`src/hw/bcru_pkg.sv`:
```
// Package for the branch, call and return unit
package bcru_pkg;

	typedef enum logic [4:0] {
		OP_NOP    = 5'h00,
		OP_JBS    = 5'h01,
		OP_JBC    = 5'h02,
		OP_JBSC   = 5'h03,
		OP_JAZ    = 5'h04,
		OP_JANZ   = 5'h05,
		OP_CMPJ   = 5'h06,
		OP_DECJ   = 5'h07,
		OP_ABSOLUTE_JUMP   = 5'h08,
		OP_EXTENDED_JUMP   = 5'h09,
		OP_LONG_JUMP   = 5'h0A,
		OP_SHORT_JUMP   = 5'h0B,
		OP_IJMP   = 5'h0C,
		OP_ABSOLUTE_CALL  = 5'h0D,
		OP_EXTENDED_CALL  = 5'h0E,
		OP_LONG_CALL  = 5'h0F,
		OP_RET    = 5'h10,
		OP_EXTENDED_RETURN   = 5'h11,
		OP_IRET   = 5'h12,
		OP_TRAP   = 5'h13
	} bcru_op_t;

	// Operand form: short bit, 8-bit bit, indirect register, direct etc.
	typedef enum logic [1:0] {
		FM_SHORT  = 2'h0,
		FM_LONG   = 2'h1,
		FM_INDIR  = 2'h2,
		FM_REG    = 2'h3
	} bcru_form_t;

	typedef enum logic [1:0] {
		LOC_RAM   = 2'h0,
		LOC_PORT  = 2'h1,
		LOC_SFR   = 2'h2
	} bcru_loc_t;

	typedef struct packed {
		bcru_op_t   op;
		bcru_form_t form;
		bcru_loc_t  loc;
		logic [7:0] rel;
		logic [23:0] target;
		logic       opnd_bit;
		logic [7:0] opnd1;
		logic [7:0] opnd2;
	} bcru_req_t;

	typedef struct packed {
		logic [23:0] pc;
		logic        wr_bit;
		logic        wr_byte;
		logic [7:0]  wr_data;
		logic        wr_carry;
		logic        carry;
		logic        push;
		logic        pop;
		logic        stk_wide;
		logic        stk_psw;
		logic [4:0]  states;
		logic        taken;
	} bcru_rsp_t;

	localparam logic [7:0]  PC_PAGE_FF     = 8'hFF;
	localparam logic [23:0] TRAP_VEC_RST   = 24'hFF007B;
	localparam logic [4:0]  ST_TAKEN_ADD   = 5'h03;
	localparam logic [4:0]  ST_EXT_FRAME   = 5'h05;
	localparam logic [4:0]  ST_EXT_ABS     = 5'h02;
	localparam logic [4:0]  ST_EXT_OTHER   = 5'h03;
	localparam logic [4:0]  ST_ODD         = 5'h01;
	localparam logic [4:0]  ST_NOP         = 5'h01;
	localparam logic [4:0]  ST_SHORT_JUMP        = 5'h04;
	localparam logic [4:0]  ST_IJMP        = 5'h05;
	localparam logic [4:0]  ST_CALL        = 5'h09;
	localparam logic [4:0]  ST_RET         = 5'h07;
	localparam logic        MODE_RST       = 1'b0;

endpackage : bcru_pkg

```
`src/hw/bcru_unit.sv`:
```
// Branch, call and return execution unit
`timescale 1ns/1ps
module bcru_unit #(
	parameter logic [23:0] TRAP_VECTOR = bcru_pkg::TRAP_VEC_RST
) (
	// Clock and reset
	input  wire logic              clk,
	input  wire logic              srst,
	// Configuration
	input  wire logic              mode_source_pin,
	input  wire logic              ext_frame,
	input  wire logic              exec_internal,
	input  wire logic              dest_internal,
	// Machine state
	input  wire logic [23:0]       pc_in,
	input  wire logic [7:0]        acc,
	input  wire logic [15:0]       data_pointer,
	input  wire logic [23:0]       pop_addr,
	// Request and answer
	input  wire logic              req_valid,
	input  wire bcru_pkg::bcru_req_t req,
	output logic                   rsp_valid,
	output bcru_pkg::bcru_rsp_t    rsp,
	output logic                   mode_source
);
	import bcru_pkg::*;

	logic       mode_s1_q, mode_s2_q, mode_s3_q;
	logic       mode_q;
	logic       mode_arm_q;
	bcru_rsp_t  rsp_q;
	logic       vld_q;

	// Mode strap sampled through three stages after reset
	always_ff @(posedge clk)
	begin
		mode_s1_q <= mode_source_pin;
		mode_s2_q <= mode_s1_q;
		mode_s3_q <= mode_s2_q;
	end

	always_ff @(posedge clk)
	begin
		if (srst)
		begin
			mode_q     <= MODE_RST;
			mode_arm_q <= 1'b1;
		end
		else if (mode_arm_q && (mode_s2_q == mode_s3_q))
		begin
			mode_q     <= mode_s3_q;
			mode_arm_q <= 1'b0;
		end
	end

	wire        src   = mode_q;
	wire        lform = (req.form == FM_LONG);
	wire [7:0]  dec_v = req.opnd1 - 8'h01;

	// Instruction length per opcode map
	logic [2:0] len;
	always_comb
	begin
		case (req.op)
			OP_NOP, OP_IJMP, OP_RET, OP_IRET: len = 3'd1;
			OP_JBS, OP_JBC, OP_JBSC: len = lform ? (src ? 3'd4 : 3'd5) : 3'd3;
			OP_JAZ, OP_JANZ, OP_SHORT_JUMP, OP_ABSOLUTE_JUMP, OP_ABSOLUTE_CALL: len = 3'd2;
			OP_CMPJ: len = (src && req.form != FM_SHORT) ? 3'd4 : 3'd3;
			OP_DECJ: len = (req.form == FM_REG) ? (src ? 3'd3 : 3'd2) : 3'd3;
			OP_EXTENDED_JUMP, OP_EXTENDED_CALL: len = (req.form == FM_INDIR) ? (src ? 3'd2 : 3'd3) : (src ? 3'd4 : 3'd5);
			OP_LONG_JUMP, OP_LONG_CALL: len = (req.form == FM_INDIR) ? (src ? 3'd2 : 3'd3) : 3'd3;
			OP_EXTENDED_RETURN: len = src ? 3'd2 : 3'd3;
			OP_TRAP: len = src ? 3'd1 : 3'd2;
			default: len = 3'd1;
		endcase
	end

	wire [23:0] pc_adv  = pc_in + {21'h0, len};
	wire [23:0] pc_rel  = pc_adv + {{16{req.rel[7]}}, req.rel};
	wire        cond_op = (req.op inside {OP_JBS, OP_JBC, OP_JBSC, OP_JAZ, OP_JANZ, OP_CMPJ, OP_DECJ});

	logic cond;
	always_comb
	begin
		case (req.op)
			OP_JBS, OP_JBSC: cond = req.opnd_bit;
			OP_JBC:  cond = ~req.opnd_bit;
			OP_JAZ:  cond = (acc == 8'h00);
			OP_JANZ: cond = (acc != 8'h00);
			OP_CMPJ: cond = (req.opnd1 != req.opnd2);
			OP_DECJ: cond = (dec_v != 8'h00);
			default: cond = 1'b0;
		endcase
	end

	logic [23:0] pc_nx;
	always_comb
	begin
		case (req.op)
			OP_ABSOLUTE_JUMP, OP_ABSOLUTE_CALL: pc_nx = {pc_adv[23:11], req.target[10:0]};
			OP_EXTENDED_JUMP, OP_EXTENDED_CALL: pc_nx = req.target;
			OP_LONG_JUMP, OP_LONG_CALL: pc_nx = {pc_adv[23:16], req.target[15:0]};
			OP_SHORT_JUMP:           pc_nx = pc_rel;
			OP_IJMP:           pc_nx = {PC_PAGE_FF, data_pointer + {8'h00, acc}};
			OP_RET, OP_IRET:   pc_nx = (req.op == OP_IRET && ext_frame) ? pop_addr : {pc_in[23:16], pop_addr[15:0]};
			OP_EXTENDED_RETURN:           pc_nx = pop_addr;
			OP_TRAP:           pc_nx = TRAP_VECTOR;
			default:           pc_nx = cond ? pc_rel : pc_adv;
		endcase
	end

	logic [4:0] st_base;
	always_comb
	begin
		case (req.op)
			OP_JBS, OP_JBC: st_base = lform ? (src ? 5'd3 : 5'd4) : 5'd2;
			OP_JBSC: st_base = lform ? (src ? 5'd6 : 5'd7) : 5'd4;
			OP_JAZ, OP_JANZ: st_base = 5'd2;
			OP_CMPJ: st_base = (req.form == FM_INDIR) ? (src ? 5'd4 : 5'd3)
				: (req.form == FM_REG && src) ? 5'd3 : 5'd2;
			OP_DECJ: st_base = (req.form == FM_REG && !src) ? 5'd2 : 5'd3;
			OP_ABSOLUTE_JUMP: st_base = 5'd3;
			OP_EXTENDED_JUMP: st_base = (req.form == FM_INDIR) ? (src ? 5'd6 : 5'd7) : (src ? 5'd5 : 5'd6);
			OP_LONG_JUMP: st_base = (req.form == FM_INDIR) ? (src ? 5'd5 : 5'd6) : 5'd5;
			OP_SHORT_JUMP: st_base = ST_SHORT_JUMP;
			OP_IJMP: st_base = ST_IJMP;
			OP_ABSOLUTE_CALL: st_base = ST_CALL;
			OP_EXTENDED_CALL: st_base = src ? 5'd13 : 5'd14;
			OP_LONG_CALL: st_base = (req.form == FM_INDIR && !src) ? 5'd10 : ST_CALL;
			OP_RET, OP_IRET: st_base = ST_RET;
			OP_EXTENDED_RETURN: st_base = src ? 5'd8 : 5'd9;
			OP_TRAP: st_base = src ? 5'd11 : 5'd12;
			default: st_base = ST_NOP;
		endcase
	end

	wire taken  = cond_op ? cond : (req.op != OP_NOP);
	wire [4:0] loc_add = (req.op == OP_JBSC) ? ((req.loc == LOC_PORT) ? 5'd3 : (req.loc == LOC_SFR) ? 5'd5 : 5'd0)
		: (req.op == OP_DECJ) ? ((req.loc == LOC_PORT) ? 5'd2 : (req.loc == LOC_SFR) ? 5'd3 : 5'd0)
		: (req.op inside {OP_JBS, OP_JBC, OP_CMPJ}) ? ((req.loc == LOC_PORT) ? 5'd1 : (req.loc == LOC_SFR) ? 5'd2 : 5'd0)
		: 5'd0;
	wire odd_ok = exec_internal && dest_internal && pc_nx[0] && taken
		&& !(req.op inside {OP_TRAP});
	wire uncond = req.op inside {OP_ABSOLUTE_JUMP, OP_EXTENDED_JUMP, OP_LONG_JUMP, OP_SHORT_JUMP, OP_IJMP, OP_ABSOLUTE_CALL, OP_EXTENDED_CALL, OP_LONG_CALL};
	wire [4:0] ext_add = (!uncond || dest_internal) ? 5'd0
		: (req.op inside {OP_ABSOLUTE_JUMP, OP_ABSOLUTE_CALL, OP_EXTENDED_CALL, OP_LONG_CALL}) ? ST_EXT_ABS : ST_EXT_OTHER;
	wire [4:0] frm_add = ((req.op == OP_IRET || req.op == OP_TRAP) && ext_frame) ? ST_EXT_FRAME : 5'd0;
	wire [4:0] states = st_base + ((cond_op && cond) ? ST_TAKEN_ADD : 5'd0) + loc_add
		+ (odd_ok ? ST_ODD : 5'd0) + ext_add + frm_add;

	bcru_rsp_t rsp_d;
	always_comb
	begin
		rsp_d          = '0;
		rsp_d.pc       = pc_nx;
		rsp_d.taken    = taken;
		rsp_d.states   = states;
		rsp_d.wr_bit   = (req.op == OP_JBSC) && req.opnd_bit;
		rsp_d.wr_byte  = (req.op == OP_DECJ);
		rsp_d.wr_data  = dec_v;
		rsp_d.wr_carry = (req.op == OP_CMPJ);
		rsp_d.carry    = (req.opnd1 < req.opnd2);
		rsp_d.push     = req.op inside {OP_ABSOLUTE_CALL, OP_EXTENDED_CALL, OP_LONG_CALL, OP_TRAP};
		rsp_d.pop      = req.op inside {OP_RET, OP_EXTENDED_RETURN, OP_IRET};
		rsp_d.stk_wide = (req.op inside {OP_EXTENDED_CALL, OP_EXTENDED_RETURN})
			|| ((req.op inside {OP_IRET, OP_TRAP}) && ext_frame);
		rsp_d.stk_psw  = (req.op inside {OP_IRET, OP_TRAP}) && ext_frame;
	end

	always_ff @(posedge clk)
	begin
		if (srst)
		begin
			vld_q <= 1'b0;
			rsp_q <= '0;
		end
		else
		begin
			vld_q <= req_valid;
			if (req_valid)
				rsp_q <= rsp_d;
		end
	end

	assign rsp_valid   = vld_q;
	assign rsp         = rsp_q;
	assign mode_source = mode_q;

endmodule : bcru_unit

```
`config.mk`:
```
export PLATFORM = sky130hd
export DESIGN_NAME = bcru_unit
export DESIGN_NICKNAME = d
export VERILOG_FILES = /design/src/hw/bcru_pkg.sv /design/src/hw/bcru_unit.sv
export SDC_FILE = /design/constraint.sdc
export NUM_CORES = 1
export LEC_CHECK = 0
export BUFFER_PORTS_ARGS = -buffer_cell sky130_fd_sc_hd__clkbuf_2
export CAP_MARGIN = 20
export CORE_MARGIN = 2
export CORE_UTILIZATION = 35
export DETAILED_ROUTE_END_ITERATION = 10
export SLEW_MARGIN = 10
export SYNTH_ARGS = -nofsm -noshare
export SYNTH_HDL_FRONTEND = slang
export SYNTH_SLANG_ARGS = --single-unit
```
`constraint.sdc`:
```
create_clock -name clk -period 9.8 [get_ports clk]
set_clock_uncertainty 0.05 [all_clocks]
set_input_delay 0.98 -clock clk [delete_from_list [all_inputs] [get_ports clk]]
set_output_delay 0.98 -clock clk [all_outputs]
set_load 0.01 [all_outputs]
```
; ---- After elaboration in Yosys (flattened, before gate mapping)
; Cells that the tools add are included.
[classes]
addsub = 9
magnitude_cmp = 1
n_eq_ne = 26
mux = 45
bitwise_logic = 1
reduce_logical = 42
[ops]
columns = operator, count
row1 = 24-bit case mux with 8 select lines, 1
row2 = 5-bit case mux with 16 select lines, 1
row3 = 24-bit 2-to-1 mux, 2
row4 = 5-bit by 4-bit == test with 1-bit output (second input constant), 8
row5 = 3-bit 2-to-1 mux, 13
row6 = 2-bit 2-to-1 mux, 13
row7 = 24-bit adder, 1
row8 = 24-bit by 3-bit adder with 24-bit output, 1
row9 = 3-bit case mux with 8 select lines, 1
row10 = 8-bit nonzero test, 3
row11 = 5-bit by 3-bit == test with 1-bit output (second input constant), 4
row12 = 5-bit == test (second input constant), 4
row13 = 16-bit by 8-bit adder with 16-bit output, 1
row14 = 1-bit logical AND, 14
row15 = 2-bit OR reduction, 7
row16 = 1-bit 2-to-1 mux, 11
row17 = 5-bit by 2-bit adder with 5-bit output, 2
row18 = 5-bit by 3-bit adder with 5-bit output, 2
row19 = 5-bit by 2-bit == test with 1-bit output (second input constant), 2
row20 = 5-bit 2-to-1 mux, 2
row21 = 8-bit zero test, 1
row22 = 8-bit less-than comparator, 1
row23 = 8-bit != test, 1
row24 = 4-bit nonzero test, 2
row25 = 16 further kinds, 26
[totals]
register_bits = 52
inputBits = 137

; ---- Depth between registers and ports, before layout
; Gate-level depths: netlist (run 1).
[logic_depth]
word_depth = 15
mapped_depth = 25

; ---- Least setup slack after synthesis (run 1)
; OpenSTA, ideal clock, no wires.
[synth_path]
kind = in2reg
start = in req[53] (netlist bit)
end = reg rsp_q (netlist bit rsp[43])
setup_time_ps = 131
t_arrival_ps = 5157
required_time_ps = 9619
path_slack_ps = 4462
cell_stages = 23
cell_sequence = buf_4 buf_2 clkbuf_1 nor2b_1 a221oi_1 a31oi_1 nor3_1 o21ai_0 ha_1 fa_1 a21oi_1 nor3_1 and2_1 nand3_1 xnor2_1 ha_1 clkbuf_1 a21oi_1 o21ai_0 o41a_1 xor2_1 a221oi_2 nor3_1
[synth_between]
elab_chain_cells = 7
word_cells_on_any_way = 34
[synth_rtl]
columns = element, line_no
row1 = "start, declared", bcru_unit.sv:21  ; input wire bcru_pkg::bcru_req_t req,
row2 = 5-bit by 3-bit == test with 1-bit output (tied with other cells), "bcru_unit.sv:64, bcru_unit.sv:85"
row3 = 5-bit OR reduction (tied with other cells), bcru_unit.sv:64  ; case (req.op)
row4 = 3-bit case mux with 8 select lines, bcru_unit.sv:64
row5 = 24-bit by 3-bit adder with 24-bit output, bcru_unit.sv:78  ; wire [23:0] pc_adv = pc_in + {21'h0, len};
row6 = 24-bit adder, bcru_unit.sv:79  ; wire [23:0] pc_rel = pc_adv + {{16{req.rel[7]}}, req.rel};
row7 = 24-bit 2-to-1 mux, bcru_unit.sv:108  ; default: pc_nx = cond ? pc_rel : pc_adv;
row8 = 24-bit case mux with 8 select lines (*), bcru_unit.sv:99  ; case (req.op)
row9 = "end signal, assigned", bcru_unit.sv:181  ; rsp_q <= rsp_d;
row10 = "end, declared", bcru_unit.sv:31  ; bcru_rsp_t rsp_q;
; Mark *: on every way between the ends. The rest lies on a longest branch, timed or not.
; A chain may end at the register's enable or synchronous reset.

; ---- Final worst setup path (run 1)
; Same ends and word-level chain as after synthesis.

==> results.sh, run 1 <==
export IMPL_max_stage_delay_on_crit_path_ps=830
export IMPL_static_leakage_power_nw=3.48
export IMPL_synth_common_cells="90 x nor2_1, 70 x a21oi_1, 69 x nand2_1"
export IMPL_die_w_um=140
export IMPL_post_route_cells_drive_above_1_share_pct=21.9
export IMPL_timing_slew_headroom_pct=33.5
export IMPL_buffer_ports_inserted=184
export IMPL_clock_latency_ps=310
export IMPL_syn_avg_cell_area_sq_um=7.55
export IMPL_register_area_share_after_synthesis_pct=16.1
export IMPL_hold_class="reg -> reg"
export IMPL_timing_critical_path_required_ps=9920
export IMPL_placementRows=49
export IMPL_rrSetupSlack_ps=4500
export IMPL_timing_fmax_mhz=153
export IMPL_crit_path_kind="in -> reg"
export IMPL_route_detailed_drc=0
export IMPL_critPathArrivalTime_ps=6670
export IMPL_drv_max_cap_violation_count=0
export IMPL_synthCells=856
export IMPL_syn_area_sq_um=6460
export IMPL_critPathLaunchType="primary input"
export IMPL_yosys_warnings=0
export IMPL_routed_wirelength_um=22800
export IMPL_cts_inserted_buffers=5
export IMPL_grt_pass1_vias=6586
export IMPL_setup_repair_after_global_routing_missed_its_margin="false"
export IMPL_worst_path_max_fanout=39
export IMPL_post_layout_nonfiller_instances=1237
export IMPL_setup_tns_ps=0
export IMPL_rr_endpoint="rsp[44]$_SDFFE_PP0P_"
export IMPL_synth_most_common_cell="nor2_1"
export IMPL_report_final_slew_viol_count=0
export IMPL_synth_cell_type_count=81
export IMPL_fillers=1900
export IMPL_hold_viol_final=0
export IMPL_cp_max_delay_cell="a21oi_1"
export IMPL_detailedRoute_firstPassIterationCount=5
export IMPL_power_density_nw_per_um2=102
export IMPL_post_place_cells=1230
export IMPL_crit_end="rsp[43]$_SDFFE_PP0P_"
export IMPL_clk_pin_slew_ps=70
export IMPL_critPathCaptureType="register"
export IMPL_synth_top_area_share_pct=16.1
export IMPL_cp_common_cell="a21oi_1"
export IMPL_floorplan_initialDensity_pct=35.9
export IMPL_cts_htree_levels=2
export IMPL_timing_final_setup_violations=0
export IMPL_grt_ovfl_total=0
export IMPL_detailedPlacementHpwl_um=18000
export IMPL_max_vdd_ir_drop_uv=67.7
export IMPL_regToRegStartpoint="mode_source$_SDFFE_PP0P_"
export IMPL_core_sq_um=18000
export IMPL_detailroute_via_count=6977
export IMPL_postSynth_topFlopCell="dfxtp_1"
export IMPL_synth_area_leader="dfxtp_1"
export IMPL_area_growth_syn_to_layout_pct=18.2
export IMPL_timing_reg2reg_worst_path_depth=19
export IMPL_synth_edff_count=0
export IMPL_global_router_s_overall_resource_usage_pct=22.7
export IMPL_gp_congestion=0.941
export IMPL_tritoncts="built"
export IMPL_cts_repair_resize_count=0
export IMPL_run_status="finished clean"
export IMPL_synthesis_nets=1060
export IMPL_tightest_slew_ps=998
export IMPL_route_detailed_vias_per_inst=5.64
export IMPL_synth_seq_cells=52
export IMPL_synthArstFlopShare_pct=0
export IMPL_antenna_violating_nets_post_route=0
export IMPL_grt_first_pass_wirelength_um=35600
export IMPL_finalCriticalPeriod_ps=6550
export IMPL_postCtsHoldBufs=0
export IMPL_grt_start_max_net_pins=53
export IMPL_final_min_period_over_clock_period_pct=66.8
export IMPL_synth_top_cells_by_area="dfxtp_1 16%, ha_1 11%, a21oi_1 5.4%"
export IMPL_critical_path_cell_chain="clkbuf_2 -> nor2b_1 -> nand2_1 -> a21oi_1 -> nor2_1 -> a21oi_1 -> nor3_1 -> o21ai_0 -> ha_1 -> fa_1 -> a21oi_1 -> nor3_1 -> and2_1 -> nand3_1 -> xnor2_1 -> ha_1 -> a21o_1 -> a31oi_1 -> a21oi_1 -> o41a_1 -> xor2_1 -> a221oi_2 -> nor3_1"
export IMPL_ioPinCount=185
export IMPL_number_of_violations_reported_at_the_end_of_detailed_routing_iteration_0=757
export IMPL_post_cts_repair_setup_buffers=0
export IMPL_final_net_count=1212
export IMPL_overall_die_area_sq_um=19600
export IMPL_wl_per_cell_um=18.4
export IMPL_root_buffer="clkbuf_16"
export IMPL_grt_antenna_before_repair=0
export IMPL_clock_sinks=52
export IMPL_critical_path_startpoint="req[53]"
export IMPL_insertedDiodeCount=0
export IMPL_die_height_um=140
export IMPL_cts_buffer_depth=2
==> stage by stage <==
stage	cell area (sq um)	power [W]	setup WS, ps	hold slack (ps)	util (%)
final	7640	0.000781	3250	278	42.4
after global routing	7640	0.000838	2660	282	42.4
after CTS	7640	0.000784	3310	280	42.4
after detailed placement	7510	0.000602	3020	264	41.6
after global placement	7510	0.000603	3250	263	41.6
after floorplan	6460	0.000488	4460	260	-
==> critical path: cells and delay by family <==
kind,cells,cell delay [ps]
and+or+nand+nor,8,1550
xor gates and xnor gates,2,420
adders and majority gates,3,870
buffers and inverters,1,470
AOI/OAI and AO/OA,9,2340
==> how the worst min path moves through the flow <==
stage | from | end | slack (ps) | cells after the start
after detailed placement | mode_s1_q$_DFF_P_ | mode_s2_q$_DFF_P_ | 260 | 0
after global routing | mode_s1_q$_DFF_P_ | mode_s2_q$_DFF_P_ | 280 | 0
after floorplan | mode_s1_q$_DFF_P_ | mode_s2_q$_DFF_P_ | 260 | 0
after global placement | mode_s1_q$_DFF_P_ | mode_s2_q$_DFF_P_ | 260 | 0
after CTS | mode_s1_q$_DFF_P_ | mode_s2_q$_DFF_P_ | 280 | 0
final | mode_s1_q$_DFF_P_ | mode_s2_q$_DFF_P_ | 280 | 0
==> placed cells by master (no fill, tap or decap), types with 14 or more instances in the layout <==
cell type  netlist  layout
a21o_1          18      18
nor2b_1         17      17
inv_1           32      32
xor2_1          30      30
ha_1            58      58
nor2_1          90      90
a211oi_1        22      22
a21oi_1         70      70
dfxtp_1         52      52
clkbuf_2         0     184
nand3_1         28      28
xnor2_1         35      35
mux2i_1         19      19
a221oi_1        14      14
nand2b_1        25      25
nand2_1         69      69
nor3_1          17      17
o21ai_0         35      35
==> metal layers <==
layer  vias up  share of wire, %  wire [um]  track usage [%]
met2       253                47      10600             36.6
met1      3233                45      10200             31.0
met4         0               1.7        390             5.11
met3        27               6.7       1530             4.85
li1       3464                 -          -                -
met5         -                 0          0                0
==> final cells by class <==
class / count / area, sq um / share of cell area [%]
Clock inverter: 1 / 5.00 / 0.0655
Timing Repair Buffer: 190 / 966 / 12.6
Sequential cell: 52 / 1040 / 13.6
Clock buffer: 6 / 129 / 1.69
Tap cell: 229 / 287 / 3.75
Multi-Input combinational cell: 726 / 5090 / 66.6
Inverter: 33 / 124 / 1.62
==> sequential cells by signal, indices dropped and copies added (netlist names) <==
| register | flops |
|---|---|
| mode_s3_q | 1 |
| mode_source | 1 |
| rsp_valid | 1 |
| mode_s1_q | 1 |
| mode_arm_q | 1 |
| mode_s2_q | 1 |
| rsp | 46 |
==> power breakdown <==
| group | switching (W) | internal, W |
|---|---|---|
| combinational | 0.000210 | 0.000153 |
| sequential | 0.0000113 | 0.000228 |
| clock | 0.0000848 | 0.0000933 |
==> logic make-up after synthesis <==
family,after synthesis,synth area share [%]
buffers and inverters,78,5.15
adder cells (fa/ha/maj),67,14.0
AND/OR/NAND/NOR,306,23.5
flip-flops,52,16.1
multiplexers,22,3.47
XOR/XNOR,65,8.81
AO/OA/AOI/OAI,266,29.0
No activity file was read; power rests on OpenSTA's default activity.
==> run 2, diff against run 1 <==
clock period = 6.1 ns   (was 9.8 ns; I/O delays follow)
==> run 2 against run 1 <==
Setup slack lost 2700 ps. Utilization grew 0.67 points. Wire length grew 2.2%. Critical endpoint is now rsp[44]$_SDFFE_PP0P_.
==> results.sh, run 2 (synthesized netlist as in run 1, its figures left out) <==
export IMPL_hold_path_depth=0
export IMPL_setup_tns_ps=0
export IMPL_insertedDiodeCount=0
export IMPL_hold_class="reg -> reg"
export IMPL_post_route_cell_area_sq_um=7760
export IMPL_clock_sinks=52
export IMPL_finalCriticalPeriod_ps=5510
export IMPL_max_stage_delay_on_crit_path_ps=570
export IMPL_ioPinCount=185
export IMPL_drv_max_cap_violation_count=0
export IMPL_timing_reg2reg_worst_path_depth=20
export IMPL_grt_start_max_net_pins=53
export IMPL_max_vdd_ir_drop_uv=116
export IMPL_gp_congestion=1.01
export IMPL_hold_viol_final=0
export IMPL_post_layout_nonfiller_instances=1252
export IMPL_final_cell_mix="184 x clkbuf_2, 90 x nor2_1, 70 x a21oi_1"
export IMPL_grt_first_pass_wirelength_um=36500
export IMPL_cp_common_cell="ha_1"
export IMPL_path_delay_family="compound AO/OA/AOI/OAI gates"
export IMPL_postCtsHoldBufs=0
export IMPL_core_sq_um=18000
export IMPL_tritoncts="built"
export IMPL_floorplan_initialDensity_pct=35.9
export IMPL_cp_max_delay_cell="a221oi_2"
export IMPL_layout_core_utilization_pct=43.1
export IMPL_cts_buffer_depth=2
export IMPL_overall_die_area_sq_um=19600
export IMPL_cts_htree_levels=2
export IMPL_die_height_um=140
export IMPL_setup_repair_after_global_routing_missed_its_margin="false"
export IMPL_path_buf_inv=2
export IMPL_cts_repair_resize_count=0
export IMPL_report_final_slew_viol_count=0
export IMPL_design_power_total_w=0.00129
export IMPL_global_router_s_overall_resource_usage_pct=23.3
export IMPL_final_net_count=1226
export IMPL_critPathCaptureType="register"
export IMPL_timing_final_setup_violations=0
export IMPL_antenna_violating_nets_post_route=0
export IMPL_clock_latency_ps=310
export IMPL_final_min_period_over_clock_period_pct=90.3
export IMPL_routed_wirelength_um=23300
export IMPL_largest_register_ffs=46
export IMPL_grt_ovfl_total=0
export IMPL_critical_path_cell_chain="clkbuf_2 -> nand2b_1 -> inv_1 -> ha_1 -> nor2_1 -> mux2_2 -> a211oi_1 -> o21ai_0 -> ha_1 -> fa_1 -> a21oi_1 -> nand2b_1 -> xnor2_1 -> ha_1 -> a21o_1 -> a21oi_1 -> a21boi_1 -> a221oi_2 -> o21ai_1 -> a221oi_2 -> xor2_1 -> o32ai_1"
export IMPL_timing_critical_path_required_ps=6230
export IMPL_detailroute_via_count=7122
export IMPL_post_place_cells=1244
export IMPL_cts_inserted_buffers=5
export IMPL_grt_antenna_before_repair=0
export IMPL_cp_num_cells=22
export IMPL_post_place_instance_area_sq_um=7610
export IMPL_route_detailed_drc=0
export IMPL_root_buffer="clkbuf_16"
export IMPL_wl_per_cell_um=18.6
export IMPL_final_common_cell="clkbuf_2"
export IMPL_run_status="finished clean"
export IMPL_post_route_cells_drive_above_1_share_pct=23.2
export IMPL_buffer_ports_inserted=184
export IMPL_die_w_um=140
export IMPL_route_detailed_vias_per_inst=5.69
export IMPL_detailedPlacementHpwl_um=18500
export IMPL_critPathLaunchType="primary input"
export IMPL_timing_slew_headroom_pct=54.5
export IMPL_static_leakage_power_nw=3.56
export IMPL_number_of_violations_reported_at_the_end_of_detailed_routing_iteration_0=596
export IMPL_worst_path_max_fanout=8
export IMPL_post_cts_repair_setup_buffers=0
export IMPL_detailedRoute_firstPassIterationCount=6
export IMPL_clk_pin_slew_ps=80
export IMPL_critPathArrivalTime_ps=5630
export IMPL_placementRows=49
export IMPL_power_density_nw_per_um2=166
export IMPL_timing_fmax_mhz=182
export IMPL_crit_path_kind="in -> reg"
export IMPL_grt_pass1_vias=6771
export IMPL_tightest_slew_ps=683
export IMPL_area_growth_syn_to_layout_pct=20.1
-- run 2: report_power, final --
group	switching, W	internal, W	total, W
clock	0.000148	0.000163	0.000310
combinational	0.000345	0.000251	0.000596
sequential	0.0000160	0.000367	0.000383
-- run 2: stage by stage --
step / setup slack (ps) / hold WS (ps)
after floorplan: 1130 / 260
after global placement: 343 / 263
after detailed placement: 393 / 265
after CTS: 719 / 282
after global routing: 238 / 295
final: 594 / 279
-- run 2: final cells by class --
| type | instances | area, sq um |
|---|---|---|
| repair buffers | 204 | 1070 |
| multi-input cells | 726 | 5090 |
| fillers | 1909 | 10300 |
| inverters | 33 | 124 |
| well taps | 229 | 287 |
| clock inverters | 2 | 10.0 |
| flip-flops and latches | 52 | 1040 |
| clock buffers | 6 | 139 |
-- run 2: per-layer routing --
metal  routed length, um  vias up  global-route usage, %
met1               10300     3292                   32.0
met2               10600      298                   37.3
li1                    -     3487                      -
met5                   0        -                      0
met3                1600       45                   3.48
met4                 722        0                   7.95
-- run 2: path summary, 6_finish.rpt --
kind	startpoint	end	slack, ps
worst max-delay path	req[51]	rsp[44]$_SDFFE_PP0P_	590
worst min-delay path	mode_s1_q$_DFF_P_	mode_s2_q$_DFF_P_	280
worst max register to register	mode_source$_SDFFE_PP0P_	rsp[44]$_SDFFE_PP0P_	890
worst min register to register	mode_s1_q$_DFF_P_	mode_s2_q$_DFF_P_	280
==> run 3, diff against run 2 <==
REMOVE_ABC_BUFFERS = 1   (was not set)
==> run 3 against run 2 <==
Clock power about the same. Utilization is 0.19 points higher. Total power down 0.53%. Die area unchanged. Via count up 0.93%. Highest routed layer unchanged. Final area increased by 0.45%. Maximum frequency grew 4.3%. Setup slack improved by 230 ps.
==> results.sh, run 3 (synthesized netlist as in run 1, its figures left out) <==
export IMPL_setup_tns_ps=0
export IMPL_fillers=1911
export IMPL_grt_start_max_net_pins=53
export IMPL_hold_path_depth=0
export IMPL_setup_repair_after_global_routing_missed_its_margin="false"
export IMPL_critical_path_cell_chain="clkbuf_2 -> buf_4 -> nor2b_1 -> and3_1 -> a221oi_1 -> a31oi_1 -> nor3_1 -> o21ai_0 -> ha_1 -> fa_1 -> a21oi_1 -> nand2b_1 -> xnor2_1 -> ha_1 -> a21o_1 -> a21oi_1 -> a21boi_1 -> a221oi_2 -> o21ai_1 -> a221oi_2 -> xor2_1 -> o32ai_1"
export IMPL_area_growth_syn_to_layout_pct=20.6
export IMPL_path_buf_inv=2
export IMPL_floorplan_initialDensity_pct=35.9
export IMPL_max_stage_delay_on_crit_path_ps=580
export IMPL_post_place_cells=1249
export IMPL_overall_die_area_sq_um=19600
export IMPL_insertedDiodeCount=0
export IMPL_number_of_violations_reported_at_the_end_of_detailed_routing_iteration_0=416
export IMPL_core_sq_um=18000
export IMPL_postCtsHoldBufs=0
export IMPL_clk_pin_slew_ps=70
export IMPL_root_buffer="clkbuf_16"
export IMPL_global_router_s_overall_resource_usage_pct=22.7
export IMPL_postLayoutSetupSlackWorst_ps=820
export IMPL_timing_reg2reg_worst_path_depth=19
export IMPL_timing_fmax_mhz=189
export IMPL_cp_num_cells=22
export IMPL_critPathArrivalTime_ps=5410
export IMPL_report_final_slew_viol_count=0
export IMPL_post_cts_repair_setup_buffers=0
export IMPL_antenna_violating_nets_post_route=0
export IMPL_critPathLaunchType="primary input"
export IMPL_final_net_count=1231
export IMPL_max_vdd_ir_drop_uv=108
export IMPL_critPathCaptureType="register"
export IMPL_static_leakage_power_nw=3.58
export IMPL_largest_register_ffs=46
export IMPL_detailedPlacementHpwl_um=18000
export IMPL_routed_wirelength_um=22700
export IMPL_hold_viol_final=0
export IMPL_register_area_sq_um=1040
export IMPL_tritoncts="built"
export IMPL_buffer_ports_inserted=184
export IMPL_post_layout_nonfiller_instances=1257
export IMPL_hold_class="reg -> reg"
export IMPL_cts_buffer_depth=2
export IMPL_gp_congestion=1.01
export IMPL_multiInputGateArea_sq_um=5090
export IMPL_die_height_um=140
export IMPL_timing_final_setup_violations=0
export IMPL_timing_critical_path_required_ps=6230
export IMPL_cts_htree_levels=2
export IMPL_grt_antenna_before_repair=0
export IMPL_worst_path_max_fanout=9
export IMPL_clock_sinks=52
export IMPL_finalCriticalPeriod_ps=5280
export IMPL_run_status="finished clean"
export IMPL_path_delay_family="compound AO/OA/AOI/OAI gates"
export IMPL_drv_max_cap_violation_count=0
export IMPL_post_route_cells_drive_above_1_share_pct=23.5
export IMPL_crit_path_kind="in -> reg"
export IMPL_ioPinCount=185
export IMPL_timing_slew_headroom_pct=50.0
export IMPL_tightest_slew_ps=750
export IMPL_detailroute_via_count=7188
export IMPL_power_density_nw_per_um2=164
export IMPL_die_w_um=140
export IMPL_placementRows=49
export IMPL_route_detailed_drc=0
export IMPL_final_min_period_over_clock_period_pct=86.6
export IMPL_preCtsSetupSlack_ps=597
export IMPL_detailedRoute_firstPassIterationCount=7
export IMPL_cts_inserted_buffers=5
export IMPL_final_common_cell="clkbuf_2"
export IMPL_grt_ovfl_total=0
export IMPL_route_detailed_vias_per_inst=5.72
export IMPL_final_cell_mix="184 x clkbuf_2, 90 x nor2_1, 70 x a21oi_1"
export IMPL_grt_pass1_vias=6764
export IMPL_grt_first_pass_wirelength_um=36100
export IMPL_clock_latency_ps=310
export IMPL_wl_per_cell_um=18.1
export IMPL_cp_max_delay_cell="a221oi_2"
export IMPL_cts_repair_resize_count=0
==> run 3: area by class of cell <==
cell class | instances | area share, %
inverter | 33 | 1.59
timing repair buffer | 209 | 14.2
tap | 229 | 3.68
clock inverter | 3 | 0.273
sequential | 52 | 13.4
clock buffer | 5 | 1.61
multi-input combinational | 726 | 65.3
==> run 3: per-stage QoR <==
step | total power, W | instance area [sq um] | util [%] | hold slack, ps
after detailed placement | 0.000976 | 7650 | 42.4 | 265
after floorplan | 0.000757 | 6250 | - | 260
after CTS | 0.00129 | 7790 | 43.2 | 282
final | 0.00128 | 7790 | 43.2 | 281
after global placement | 0.000976 | 7650 | 42.4 | 262
after global routing | 0.00136 | 7790 | 43.2 | 301
==> run 3: routing by layer <==
metal,wire [um],up-vias,GRT usage (%),part of all wire [%]
met5,0,-,0,0
met2,10300,267,36.4,45
met4,578,0,6.68,2.5
li1,-,3503,-,-
met1,10400,3376,30.9,46
met3,1490,42,4.40,6.5
==> run 3: final timing paths <==
path | end | start | slack (ps)
setup / recovery | rsp[44]$_SDFFE_PP0P_ | req[55] | 820
hold / removal | mode_s2_q$_DFF_P_ | mode_s1_q$_DFF_P_ | 280
setup reg to reg | rsp[44]$_SDFFE_PP0P_ | mode_source$_SDFFE_PP0P_ | 1330
hold reg to reg | mode_s2_q$_DFF_P_ | mode_s1_q$_DFF_P_ | 280
==> run 3: where the power goes <==
group / internal (W) / total, W / switching [W]
sequential: 0.000367 / 0.000382 / 0.0000150
combinational: 0.000251 / 0.000593 / 0.000342
clock: 0.000154 / 0.000308 / 0.000154
total: 0.000771 / 0.00128 / 0.000511
==> run 3: worst reg2reg max path, delay by kind of cell, from the launching register on <==
family	cells	cell delay [ps]
AOI/OAI and AO/OA	10	2270
xor gates and xnor gates	2	320
adders and majority gates	4	1170
DFF	1	340
muxes	1	270
and+or+nand+nor	2	210
